[src/hw/fsi_pkg.sv]
// constants for the framer status and interrupt block
package fsi_pkg;

    // ****************************************************************
    // register map, byte addresses on the bus
    // ****************************************************************
    localparam logic [7:0] FSI_ADR_STATUS = 8'h00;
    localparam logic [7:0] FSI_ADR_MASK = 8'h04;
    localparam logic [7:0] FSI_ADR_ERRCTL = 8'h08;
    localparam logic [7:0] FSI_ADR_GROUP = 8'h0C;
    localparam logic [7:0] FSI_ADR_LIVE = 8'h10;

    // ****************************************************************
    // status and mask field positions
    // ****************************************************************
    localparam int FSI_BIT_LOS = 0;
    localparam int FSI_BIT_LOF = 1;
    localparam int FSI_BIT_AIS = 2;
    localparam int FSI_BIT_RAI = 3;
    localparam int FSI_BIT_IDLE = 4;
    localparam int FSI_BIT_TXSOF = 5;
    localparam int FSI_BIT_RXSOF = 6;
    localparam int FSI_NUM_ALARM = 5;
    localparam int FSI_NUM_STAT = 7;

    // ****************************************************************
    // error insert control and group enable field positions
    // ****************************************************************
    localparam int FSI_NUM_INS = 5;
    localparam int FSI_BIT_FBTYPE_LO = 5;
    localparam int FSI_BIT_MANSEL = 7;
    localparam int FSI_BIT_GROUP = 0;

    // ****************************************************************
    // reset values
    // ****************************************************************
    localparam logic [6:0] FSI_RST_MASK = 7'h00;
    localparam logic [7:0] FSI_RST_ERRCTL = 8'h00;
    localparam logic FSI_RST_GROUP = 1'b0;

    // ****************************************************************
    // detector counts, in bits, words or frames
    // ****************************************************************
    localparam logic [7:0] FSI_LOS_ZEROS = 8'd192;
    localparam logic [7:0] FSI_LOS_WINDOW = 8'd192;
    localparam logic [2:0] FSI_E3_BAD_FAS = 3'd4;
    localparam logic [1:0] FSI_E3_GOOD_FAS = 2'd3;
    localparam logic [4:0] FSI_T3_F_ERRS = 5'd3;
    localparam logic [4:0] FSI_T3_M_ERRS = 5'd2;
    localparam logic [2:0] FSI_T3_X_FRAMES = 3'd4;

endpackage

[src/hw/fsi_status_irq.sv]
// framer alarm status, interrupt gating and error insert trigger
`timescale 1ns/1ps
`default_nettype none

module fsi_status_irq
    import fsi_pkg::*;
(
    // clock and reset
    input wire logic clk_i,
    input wire logic rst_i,
    // wishbone classic slave
    input wire logic wb_cyc_i,
    input wire logic wb_stb_i,
    input wire logic wb_we_i,
    input wire logic [7:0] wb_adr_i,
    input wire logic [3:0] wb_sel_i,
    input wire logic [31:0] wb_dat_i,
    output logic [31:0] wb_dat_o,
    output logic wb_ack_o,
    // framer mode
    input wire logic e3_mode_i,
    input wire logic cbit_mode_i,
    // receive line bits for loss of signal
    input wire logic rx_bit_en_i,
    input wire logic rx_bit_i,
    input wire logic excess_zero_event_i,
    // e3 frame alignment word checks
    input wire logic fas_check_i,
    input wire logic fas_ok_i,
    // t3 framing bit checks and resync
    input wire logic f_bit_check_i,
    input wire logic f_bit_err_i,
    input wire logic m_bit_check_i,
    input wire logic m_bit_err_i,
    input wire logic t3_sync_i,
    // t3 multiframe x bits
    input wire logic x_bits_check_i,
    input wire logic x1_i,
    input wire logic x2_i,
    // other detector levels
    input wire logic ais_detected_i,
    input wire logic e3_rai_i,
    input wire logic feac_rai_i,
    input wire logic idle_signal_detected_i,
    // frame boundary pulses
    input wire logic tx_frame_start_pin_i,
    input wire logic rx_frame_start_pin_i,
    // manual error trigger
    input wire logic manual_error_input_i,
    // outputs
    output logic [4:0] err_insert_o,
    output logic [1:0] fb_err_type_o,
    output logic [4:0] alarm_o,
    output logic framer_status_group_o
);

    // ****************************************************************
    // state
    // ****************************************************************
    typedef struct packed {
        logic ack;
        logic [31:0] rdat;
        logic [6:0] stat;
        logic [4:0] chg;
        logic [4:0] cond;
        logic [6:0] mask;
        logic grp;
        logic [7:0] ctl;
        logic [4:0] ctl_prev;
        logic man_prev;
        logic [4:0] ins;
        logic [7:0] zcnt;
        logic win;
        logic [7:0] wcnt;
        logic los;
        logic [2:0] fas_bad;
        logic [1:0] fas_good;
        logic [15:0] fhist;
        logic [3:0] mhist;
        logic lof;
        logic [2:0] xz;
        logic [2:0] xo;
        logic rai_t3;
    } fsi_state_s;

    fsi_state_s q;
    fsi_state_s d;
    logic take;
    logic rd_stat;
    logic wr_take;
    logic [4:0] cond_now;
    logic [6:0] pend;

    // count set bits in a history window
    function automatic logic [4:0] fsi_ones(input logic [15:0] v);
        logic [4:0] n;
        n = 5'd0;
        for (int i = 0; i < 16; i++)
        begin
            n = n + {4'd0, v[i]};
        end
        return n;
    endfunction

    // bus request decode; ack is registered, so one wait state
    assign take = wb_cyc_i && wb_stb_i && !q.ack;
    assign rd_stat = take && !wb_we_i && (wb_adr_i == FSI_ADR_STATUS);
    assign wr_take = take && wb_we_i;

    // live alarm levels; far-end code alarm only counts in c-bit mode
    assign cond_now[FSI_BIT_LOS] = q.los;
    assign cond_now[FSI_BIT_LOF] = q.lof;
    assign cond_now[FSI_BIT_AIS] = ais_detected_i;
    assign cond_now[FSI_BIT_RAI] = e3_mode_i ? e3_rai_i :
        (q.rai_t3 || (cbit_mode_i && feac_rai_i));
    assign cond_now[FSI_BIT_IDLE] = idle_signal_detected_i;

    // pending sources: alarm changes and frame start status bits
    assign pend = {q.stat[FSI_BIT_RXSOF:FSI_BIT_TXSOF], q.chg} & q.mask;
    assign framer_status_group_o = (|pend) && q.grp;

    assign wb_ack_o = q.ack;
    assign wb_dat_o = q.rdat;
    assign err_insert_o = q.ins;
    assign fb_err_type_o = q.ctl[FSI_BIT_FBTYPE_LO+1:FSI_BIT_FBTYPE_LO];
    assign alarm_o = q.cond;

    // ****************************************************************
    // next state
    // ****************************************************************
    always_comb
    begin
        d = q;
        d.ack = take;
        d.cond = cond_now;

        // register reads; unmapped addresses answer zero
        if (take && !wb_we_i)
        begin
            unique case (wb_adr_i)
                FSI_ADR_STATUS: d.rdat = {25'd0, q.stat};
                FSI_ADR_MASK: d.rdat = {25'd0, q.mask};
                FSI_ADR_ERRCTL: d.rdat = {24'd0, q.ctl};
                FSI_ADR_GROUP: d.rdat = {31'd0, q.grp};
                FSI_ADR_LIVE: d.rdat = {27'd0, q.cond};
                default: d.rdat = 32'h0000_0000;
            endcase
        end

        // register writes, low byte lane holds every field
        if (wr_take && wb_sel_i[0])
        begin
            unique case (wb_adr_i)
                FSI_ADR_MASK: d.mask = wb_dat_i[6:0];
                FSI_ADR_ERRCTL: d.ctl = wb_dat_i[7:0];
                FSI_ADR_GROUP: d.grp = wb_dat_i[FSI_BIT_GROUP];
                default: d.mask = q.mask;
            endcase
        end

        // status: set wins over the clear of a read
        if (rd_stat)
        begin
            d.stat = 7'h00;
            d.chg = 5'h00;
        end
        d.stat[FSI_NUM_ALARM-1:0] = d.stat[FSI_NUM_ALARM-1:0] | q.cond;
        d.chg = d.chg | (q.cond ^ cond_now);
        d.stat[FSI_BIT_TXSOF] = d.stat[FSI_BIT_TXSOF] || tx_frame_start_pin_i;
        d.stat[FSI_BIT_RXSOF] = d.stat[FSI_BIT_RXSOF] || rx_frame_start_pin_i;

        // error insert triggers; all-zero controls arm nothing
        d.ctl_prev = q.ctl[FSI_NUM_INS-1:0];
        d.man_prev = manual_error_input_i;
        if (q.ctl[FSI_BIT_MANSEL])
        begin
            d.ins = (manual_error_input_i && !q.man_prev) ?
                q.ctl[FSI_NUM_INS-1:0] : 5'h00;
        end
        else
        begin
            d.ins = q.ctl[FSI_NUM_INS-1:0] & ~q.ctl_prev;
        end

        // loss of signal: zero run sets, clean window from a one clears
        if (rx_bit_en_i)
        begin
            if (rx_bit_i)
            begin
                d.zcnt = 8'd0;
            end
            else if (q.zcnt != FSI_LOS_ZEROS)
            begin
                d.zcnt = q.zcnt + 8'd1;
            end
            if (q.los && q.win)
            begin
                if (excess_zero_event_i)
                begin
                    d.win = 1'b0; // wait for the next one to restart
                end
                else if (q.wcnt == FSI_LOS_WINDOW - 8'd1)
                begin
                    d.win = 1'b0;
                    d.los = 1'b0;
                end
                else
                begin
                    d.wcnt = q.wcnt + 8'd1;
                end
            end
            else if (q.los && rx_bit_i)
            begin
                d.win = 1'b1;
                d.wcnt = 8'd1;
            end
            // set after the window, so a new zero run beats a clear
            if (!rx_bit_i && q.zcnt == FSI_LOS_ZEROS - 8'd1)
            begin
                d.los = 1'b1;
            end
        end

        // loss of frame, e3: consecutive bad and good alignment words
        if (e3_mode_i && fas_check_i)
        begin
            if (fas_ok_i)
            begin
                d.fas_bad = 3'd0;
                d.fas_good = q.lof ? q.fas_good + 2'd1 : 2'd0;
                if (q.lof && q.fas_good == FSI_E3_GOOD_FAS - 2'd1)
                begin
                    d.lof = 1'b0;
                    d.fas_good = 2'd0;
                end
            end
            else
            begin
                d.fas_good = 2'd0;
                if (q.fas_bad != FSI_E3_BAD_FAS)
                begin
                    d.fas_bad = q.fas_bad + 3'd1;
                end
                if (q.fas_bad == FSI_E3_BAD_FAS - 3'd1)
                begin
                    d.lof = 1'b1;
                end
            end
        end

        // loss of frame, t3: error density over the last f and m bits
        if (!e3_mode_i)
        begin
            if (f_bit_check_i)
            begin
                d.fhist = {q.fhist[14:0], f_bit_err_i};
            end
            if (m_bit_check_i)
            begin
                d.mhist = {q.mhist[2:0], m_bit_err_i};
            end
            if (t3_sync_i)
            begin
                d.lof = 1'b0;
                d.fhist = 16'h0000;
                d.mhist = 4'h0;
            end
            else if (fsi_ones(d.fhist) >= FSI_T3_F_ERRS ||
                fsi_ones({12'h000, d.mhist}) >= FSI_T3_M_ERRS)
            begin
                d.lof = 1'b1;
            end
        end

        // remote alarm, t3: both x bits agree for four multiframes
        if (!e3_mode_i && x_bits_check_i)
        begin
            d.xz = (!x1_i && !x2_i) ? q.xz + 3'd1 : 3'd0;
            d.xo = (x1_i && x2_i) ? q.xo + 3'd1 : 3'd0;
            if (d.xz == FSI_T3_X_FRAMES)
            begin
                d.rai_t3 = 1'b1;
                d.xz = 3'd0;
            end
            if (d.xo == FSI_T3_X_FRAMES)
            begin
                d.rai_t3 = 1'b0;
                d.xo = 3'd0;
            end
        end
    end

    // ****************************************************************
    // state register
    // ****************************************************************
    always_ff @(posedge clk_i)
    begin
        if (rst_i)
        begin
            q <= '0;
            q.mask <= FSI_RST_MASK;
            q.ctl <= FSI_RST_ERRCTL;
            q.grp <= FSI_RST_GROUP;
        end
        else
        begin
            q <= d;
        end
    end

    // ****************************************************************
    // checks
    // ****************************************************************
    property p_los_latch;
        @(posedge clk_i) disable iff (rst_i)
        q.cond[FSI_BIT_LOS] |=> q.stat[FSI_BIT_LOS];
    endproperty
    a_los_latch: assert property (p_los_latch)
        else $error("loss of signal not latched");

    property p_read_clear;
        @(posedge clk_i) disable iff (rst_i)
        (rd_stat && !q.cond[FSI_BIT_AIS]) |=> !q.stat[FSI_BIT_AIS];
    endproperty
    a_read_clear: assert property (p_read_clear)
        else $error("alarm bit not cleared by read");

    property p_txsof;
        @(posedge clk_i) disable iff (rst_i)
        tx_frame_start_pin_i |=> q.stat[FSI_BIT_TXSOF];
    endproperty
    a_txsof: assert property (p_txsof)
        else $error("tx frame start not latched");

    property p_rxsof;
        @(posedge clk_i) disable iff (rst_i)
        rx_frame_start_pin_i |=> q.stat[FSI_BIT_RXSOF];
    endproperty
    a_rxsof: assert property (p_rxsof)
        else $error("rx frame start not latched");

    property p_none_armed;
        @(posedge clk_i) disable iff (rst_i)
        (q.ctl[4:0] == 5'h00) |=> (err_insert_o == 5'h00);
    endproperty
    a_none_armed: assert property (p_none_armed)
        else $error("error inserted with no control bit set");

    property p_manual;
        @(posedge clk_i) disable iff (rst_i)
        (q.ctl[FSI_BIT_MANSEL] && manual_error_input_i && !q.man_prev)
            |=> (err_insert_o == $past(q.ctl[4:0]));
    endproperty
    a_manual: assert property (p_manual)
        else $error("manual trigger did not insert armed errors");

    property p_ctl_rise;
        @(posedge clk_i) disable iff (rst_i)
        (!q.ctl[FSI_BIT_MANSEL] && q.ctl[0] && !q.ctl_prev[0])
            |=> err_insert_o[0];
    endproperty
    a_ctl_rise: assert property (p_ctl_rise)
        else $error("control bit rise did not insert");

    property p_los_count;
        @(posedge clk_i) disable iff (rst_i)
        $rose(q.los) |-> ($past(q.zcnt) == 8'd191) && !$past(rx_bit_i);
    endproperty
    a_los_count: assert property (p_los_count)
        else $error("loss of signal set at wrong zero count");

    property p_e3_lof;
        @(posedge clk_i) disable iff (rst_i)
        (e3_mode_i && fas_check_i && !fas_ok_i && q.fas_bad == 3'd3)
            |=> q.lof;
    endproperty
    a_e3_lof: assert property (p_e3_lof)
        else $error("fourth bad alignment word missed");

    property p_chg_irq;
        @(posedge clk_i) disable iff (rst_i)
        (((q.cond ^ cond_now) & q.mask[4:0]) != 5'h00 && q.grp && !take)
            |=> framer_status_group_o;
    endproperty
    a_chg_irq: assert property (p_chg_irq)
        else $error("alarm change raised no request");

endmodule

`default_nettype wire

[config.mk]
export PLATFORM = sky130hd
export DESIGN_NAME = fsi_status_irq
export DESIGN_NICKNAME = d
export VERILOG_FILES = /design/src/hw/fsi_pkg.sv /design/src/hw/fsi_status_irq.sv
export SDC_FILE = /design/constraint.sdc
export NUM_CORES = 1
export LEC_CHECK = 0
export BUFFER_PORTS_ARGS = -buffer_cell sky130_fd_sc_hd__buf_2
export CORE_MARGIN = 1.5
export CORE_UTILIZATION = 45
export CTS_CLUSTER_SIZE = 12
export DETAILED_ROUTE_END_ITERATION = 10
export GPL_ROUTABILITY_DRIVEN = 0
export PLACE_DENSITY = 0.69
export RECOVER_POWER = 50
export SYNTH_ARGS = -nofsm -noshare
export SYNTH_HDL_FRONTEND = slang
export SYNTH_SLANG_ARGS = --single-unit
[constraint.sdc]
create_clock -name clk_i -period 5.5 [get_ports clk_i]
set_clock_uncertainty 0.05 [all_clocks]
set_input_delay 0.55 -clock clk_i [delete_from_list [all_inputs] [get_ports clk_i]]
set_output_delay 0.55 -clock clk_i [all_outputs]
set_load 0.02 [all_outputs]
==> results.md <==
- Initial Util: about 47%
- Count of buffers added by post-CTS timing repair for setup: 0
- Area fraction of the dominant cell type after synthesis: about two fifths
- CP startpoint: f_bit_check_i
- Number of flip-flops and latches in the synthesized netlist: around 100
- Hold crit path type: primary input to flop
- Post-route minimum period: between 4000 and 5000 ps
- Hold violation count in the final report: 0
- Setup slack of the most critical reg-to-reg path: approximately 1300 ps
- Total via count in the routed design: 4268
- Sum of net half-perimeters after detailed placement: approximately 8000 µm
- Ports placed on the boundary: about 120
- Clock-pin slew on the worst setup and hold paths: approximately 70 ps
- Via density: 5.514
- Static Leakage: between 2 and 2.5 nW
- Slew HR: -31.30%
- Overall routed net length: 11110 µm
- Number of cells produced by synthesis: approximately 600
- Post-synthesis area per instance: 8.997 µm²
- Number of global-route vias before repair: around 4000
- Die extent in x: about 110 µm
- Critical path peak fanout: 16
- Asr flop ratio synth: 0%
- Final worst slack: about 990 ps
- DRC viols: 0
- Crit path kind: primary input to flop
- Core box area: 0.01156 mm²
- Max capacitance violation total: 2
- Unrepaired setup endpoints after global routing: no
- Worst hold margin: approximately 380 ps
- Library cell with the largest summed area after synthesis: dfxtp_1
- Global route total overflow: 0
- Finished layout cell area: between 0.005 and 0.006 mm²
- Reg-to-reg critical path startpoint: q[26]
- CTS Sinks: between 100 and 150
- VDD IR max: around 0.00016 V
- Final critical-path share of the clock period: 81.92%
- Peak Freq: 0.2219 GHz
- Endpoint of the worst setup timing path: cond_now[1]
- Post-cts repair resize count: 0
- Final Setup Violations: 0
- Commonest cells after routing, fill and taps aside: dfxtp_1, a21oi_1, nor2_1, buf_2, mux2i_1
- R2r endpoint: cond_now[1]
- TritonCTS clock tree: yes
- Number of antenna violations at the first check in global routing: 0
- Dominant register cell in the synthesized netlist: dfxtp_1
- Number of rows created at floorplan: 39
- Number of H-tree levels: 3
- Clk Latency, worst-skew pair: between 300 and 400 ps
- Dominant cells by area after synthesis: dfxtp_1, buf_4, mux2i_1
- Count of input and output buffers: between 60 and 70
- TritonCTS Buffers: 9
- Slew @ Worst Pin: approximately 2000 ps
- Die height: ~110 µm
- Root buf cell: clkbuf_16
- Maximum count of clock buffers along a single path: 2
- Pre-CTS WS: 639.2 ps
- Result of the run: complete, but fails checks
- Critical path arrival: about 4700 ps
- Post-synthesis instance area: around 0.0054 mm²
- Initial drt markers: 279
- Final core utilization: 50.42%
- Distinct cell type count of the synthesized netlist: 66
- CP startpoint kind: primary input
- First-pass GRT wire length: roughly 19000 µm
- Tot GR Track Use: around 18%
- Count of cells along the worst register-to-register path: 13
- Maximum number of pins on one net before global-route repair: 47
- Post-route antenna net violation count: 0
- Post-placement cell area: 0.005555 mm²
- Net count, final: slightly above 700
- Critical path required time: 5670 ps
- Final TNS setup: 0 ps
- Power Dens Cells: 264.7 mW/mm²
- Share of layout cells above drive strength 1: 11.73%
- Number of warnings reported in the yosys synthesis log: 0
- Failing checks: max-capacitance violations, max-slew violations
- Antenna diodes: 0
- Quantity of hold-fixing buffers added after cts: 0
- First-pass DRT Iterations: 6
- Area growth from synthesis to final layout: 7.472%
- Commonest non-fill, non-tap cell in the layout: dfxtp_1
- Routed WL per cell: ~14 µm
- Pins Over Slew Limit: 78
- Number of synthesized flops with an enable pin: 0
- Die Outline Area: approximately 0.013 mm²
- Element type at the critical path end: flop
- Post-synthesis sequential area ratio: between 30% and 40%
[power breakdown]
part | total (mW) | internal, mW | leakage [nW] | switching, mW
Combinational | 0.117 | 0.0370 | 1.28 | 0.0805
Clock | 0.655 | 0.369 | 0.146 | 0.286
Sequential | 0.770 | 0.763 | 0.842 | 0.00769
[worst min-delay path by stage]
stage,startpoint,end,depth (start not counted)
6_report,rx_frame_start_pin_i,q[94],2
5_1_grt,tx_frame_start_pin_i,q[93],2
4_1_cts,tx_frame_start_pin_i,q[93],2
3_5_place_dp,wb_dat_o[5],wb_dat_o[5],2
3_3_place_gp,wb_dat_o[6],wb_dat_o[6],2
2_1_floorplan,wb_dat_o[5],wb_dat_o[5],2
[sequential cells by signal, summed over array words and instances, names as in the netlist]
signal,flops
wb_dat_o,8
d,5
alarm_o,5
wb_ack_o,1
cond_now,2
err_insert_o,5
fb_err_type_o,2
q,76
[cell usage after synthesis (14+ instances only)]
| cell type | number |
|---|---|
| a21oi_1 | 51 |
| buf_2 | 14 |
| nor2b_1 | 16 |
| dfxtp_1 | 104 |
| nor3_1 | 22 |
| nor2_1 | 51 |
| ha_1 | 14 |
| a22o_1 | 16 |
| inv_1 | 24 |
| buf_4 | 44 |
| nand4_1 | 22 |
| nand2_1 | 18 |
| mux2i_1 | 27 |
[layer usage]
metal / part of all wire, % / track usage (%)
met5: 0 / 0
met4: 1.7 / 7.342
met3: 6.0 / 5.142
met2: 47 / 29.67
met1: 46 / 22.33
[logic make-up (layout without fill, tap and decap cells)]
family                     count (synthesis)  count (layout)  share of synthesized area (%)
AOI/OAI and AO/OA                        139             139                          17.02
xor gates and xnor gates                  15              15                          2.422
adders and majority gates                 25              25                          7.288
buffers and inverters                    103             108                          10.49
DFF                                      104             104                          38.38
muxes                                     30              30                          5.604
other                                      1              24                        0.06912
and+or+nand+nor                          186             186                          18.73
[critical path, stage by stage]
cell,delay [ps]
buf_2,370
mux2i_1,340
fa_1,490
fa_1,510
fa_1,510
fa_1,500
inv_1,40
ha_1,200
fa_1,440
a2111oi_0,410
o221a_2,260
a21oi_1,60
[per-stage QoR]
| step | cells | power (mW) |
|---|---|---|
| 6_report | 774 | 1.543 |
| 2_1_floorplan | 626 | 0.8842 |
| 3_3_place_gp | 758 | 0.9021 |
| 4_1_cts | 774 | 1.561 |
| 5_1_grt | 774 | 1.606 |
| 3_5_place_dp | 758 | 0.9049 |
[layout make-up]
type | instances | area [µm²]
Clock inverter | 5 | 63.81
Tap cell | 143 | 178.9
Multi-Input combinational cell | 419 | 2860
Sequential cell | 104 | 2082
Inverter | 25 | 93.84
Clock buffer | 11 | 242.7
Timing Repair Buffer | 67 | 309.0
Fill cell | 1087 | 5734
Power figures use the tool's default switching activity.
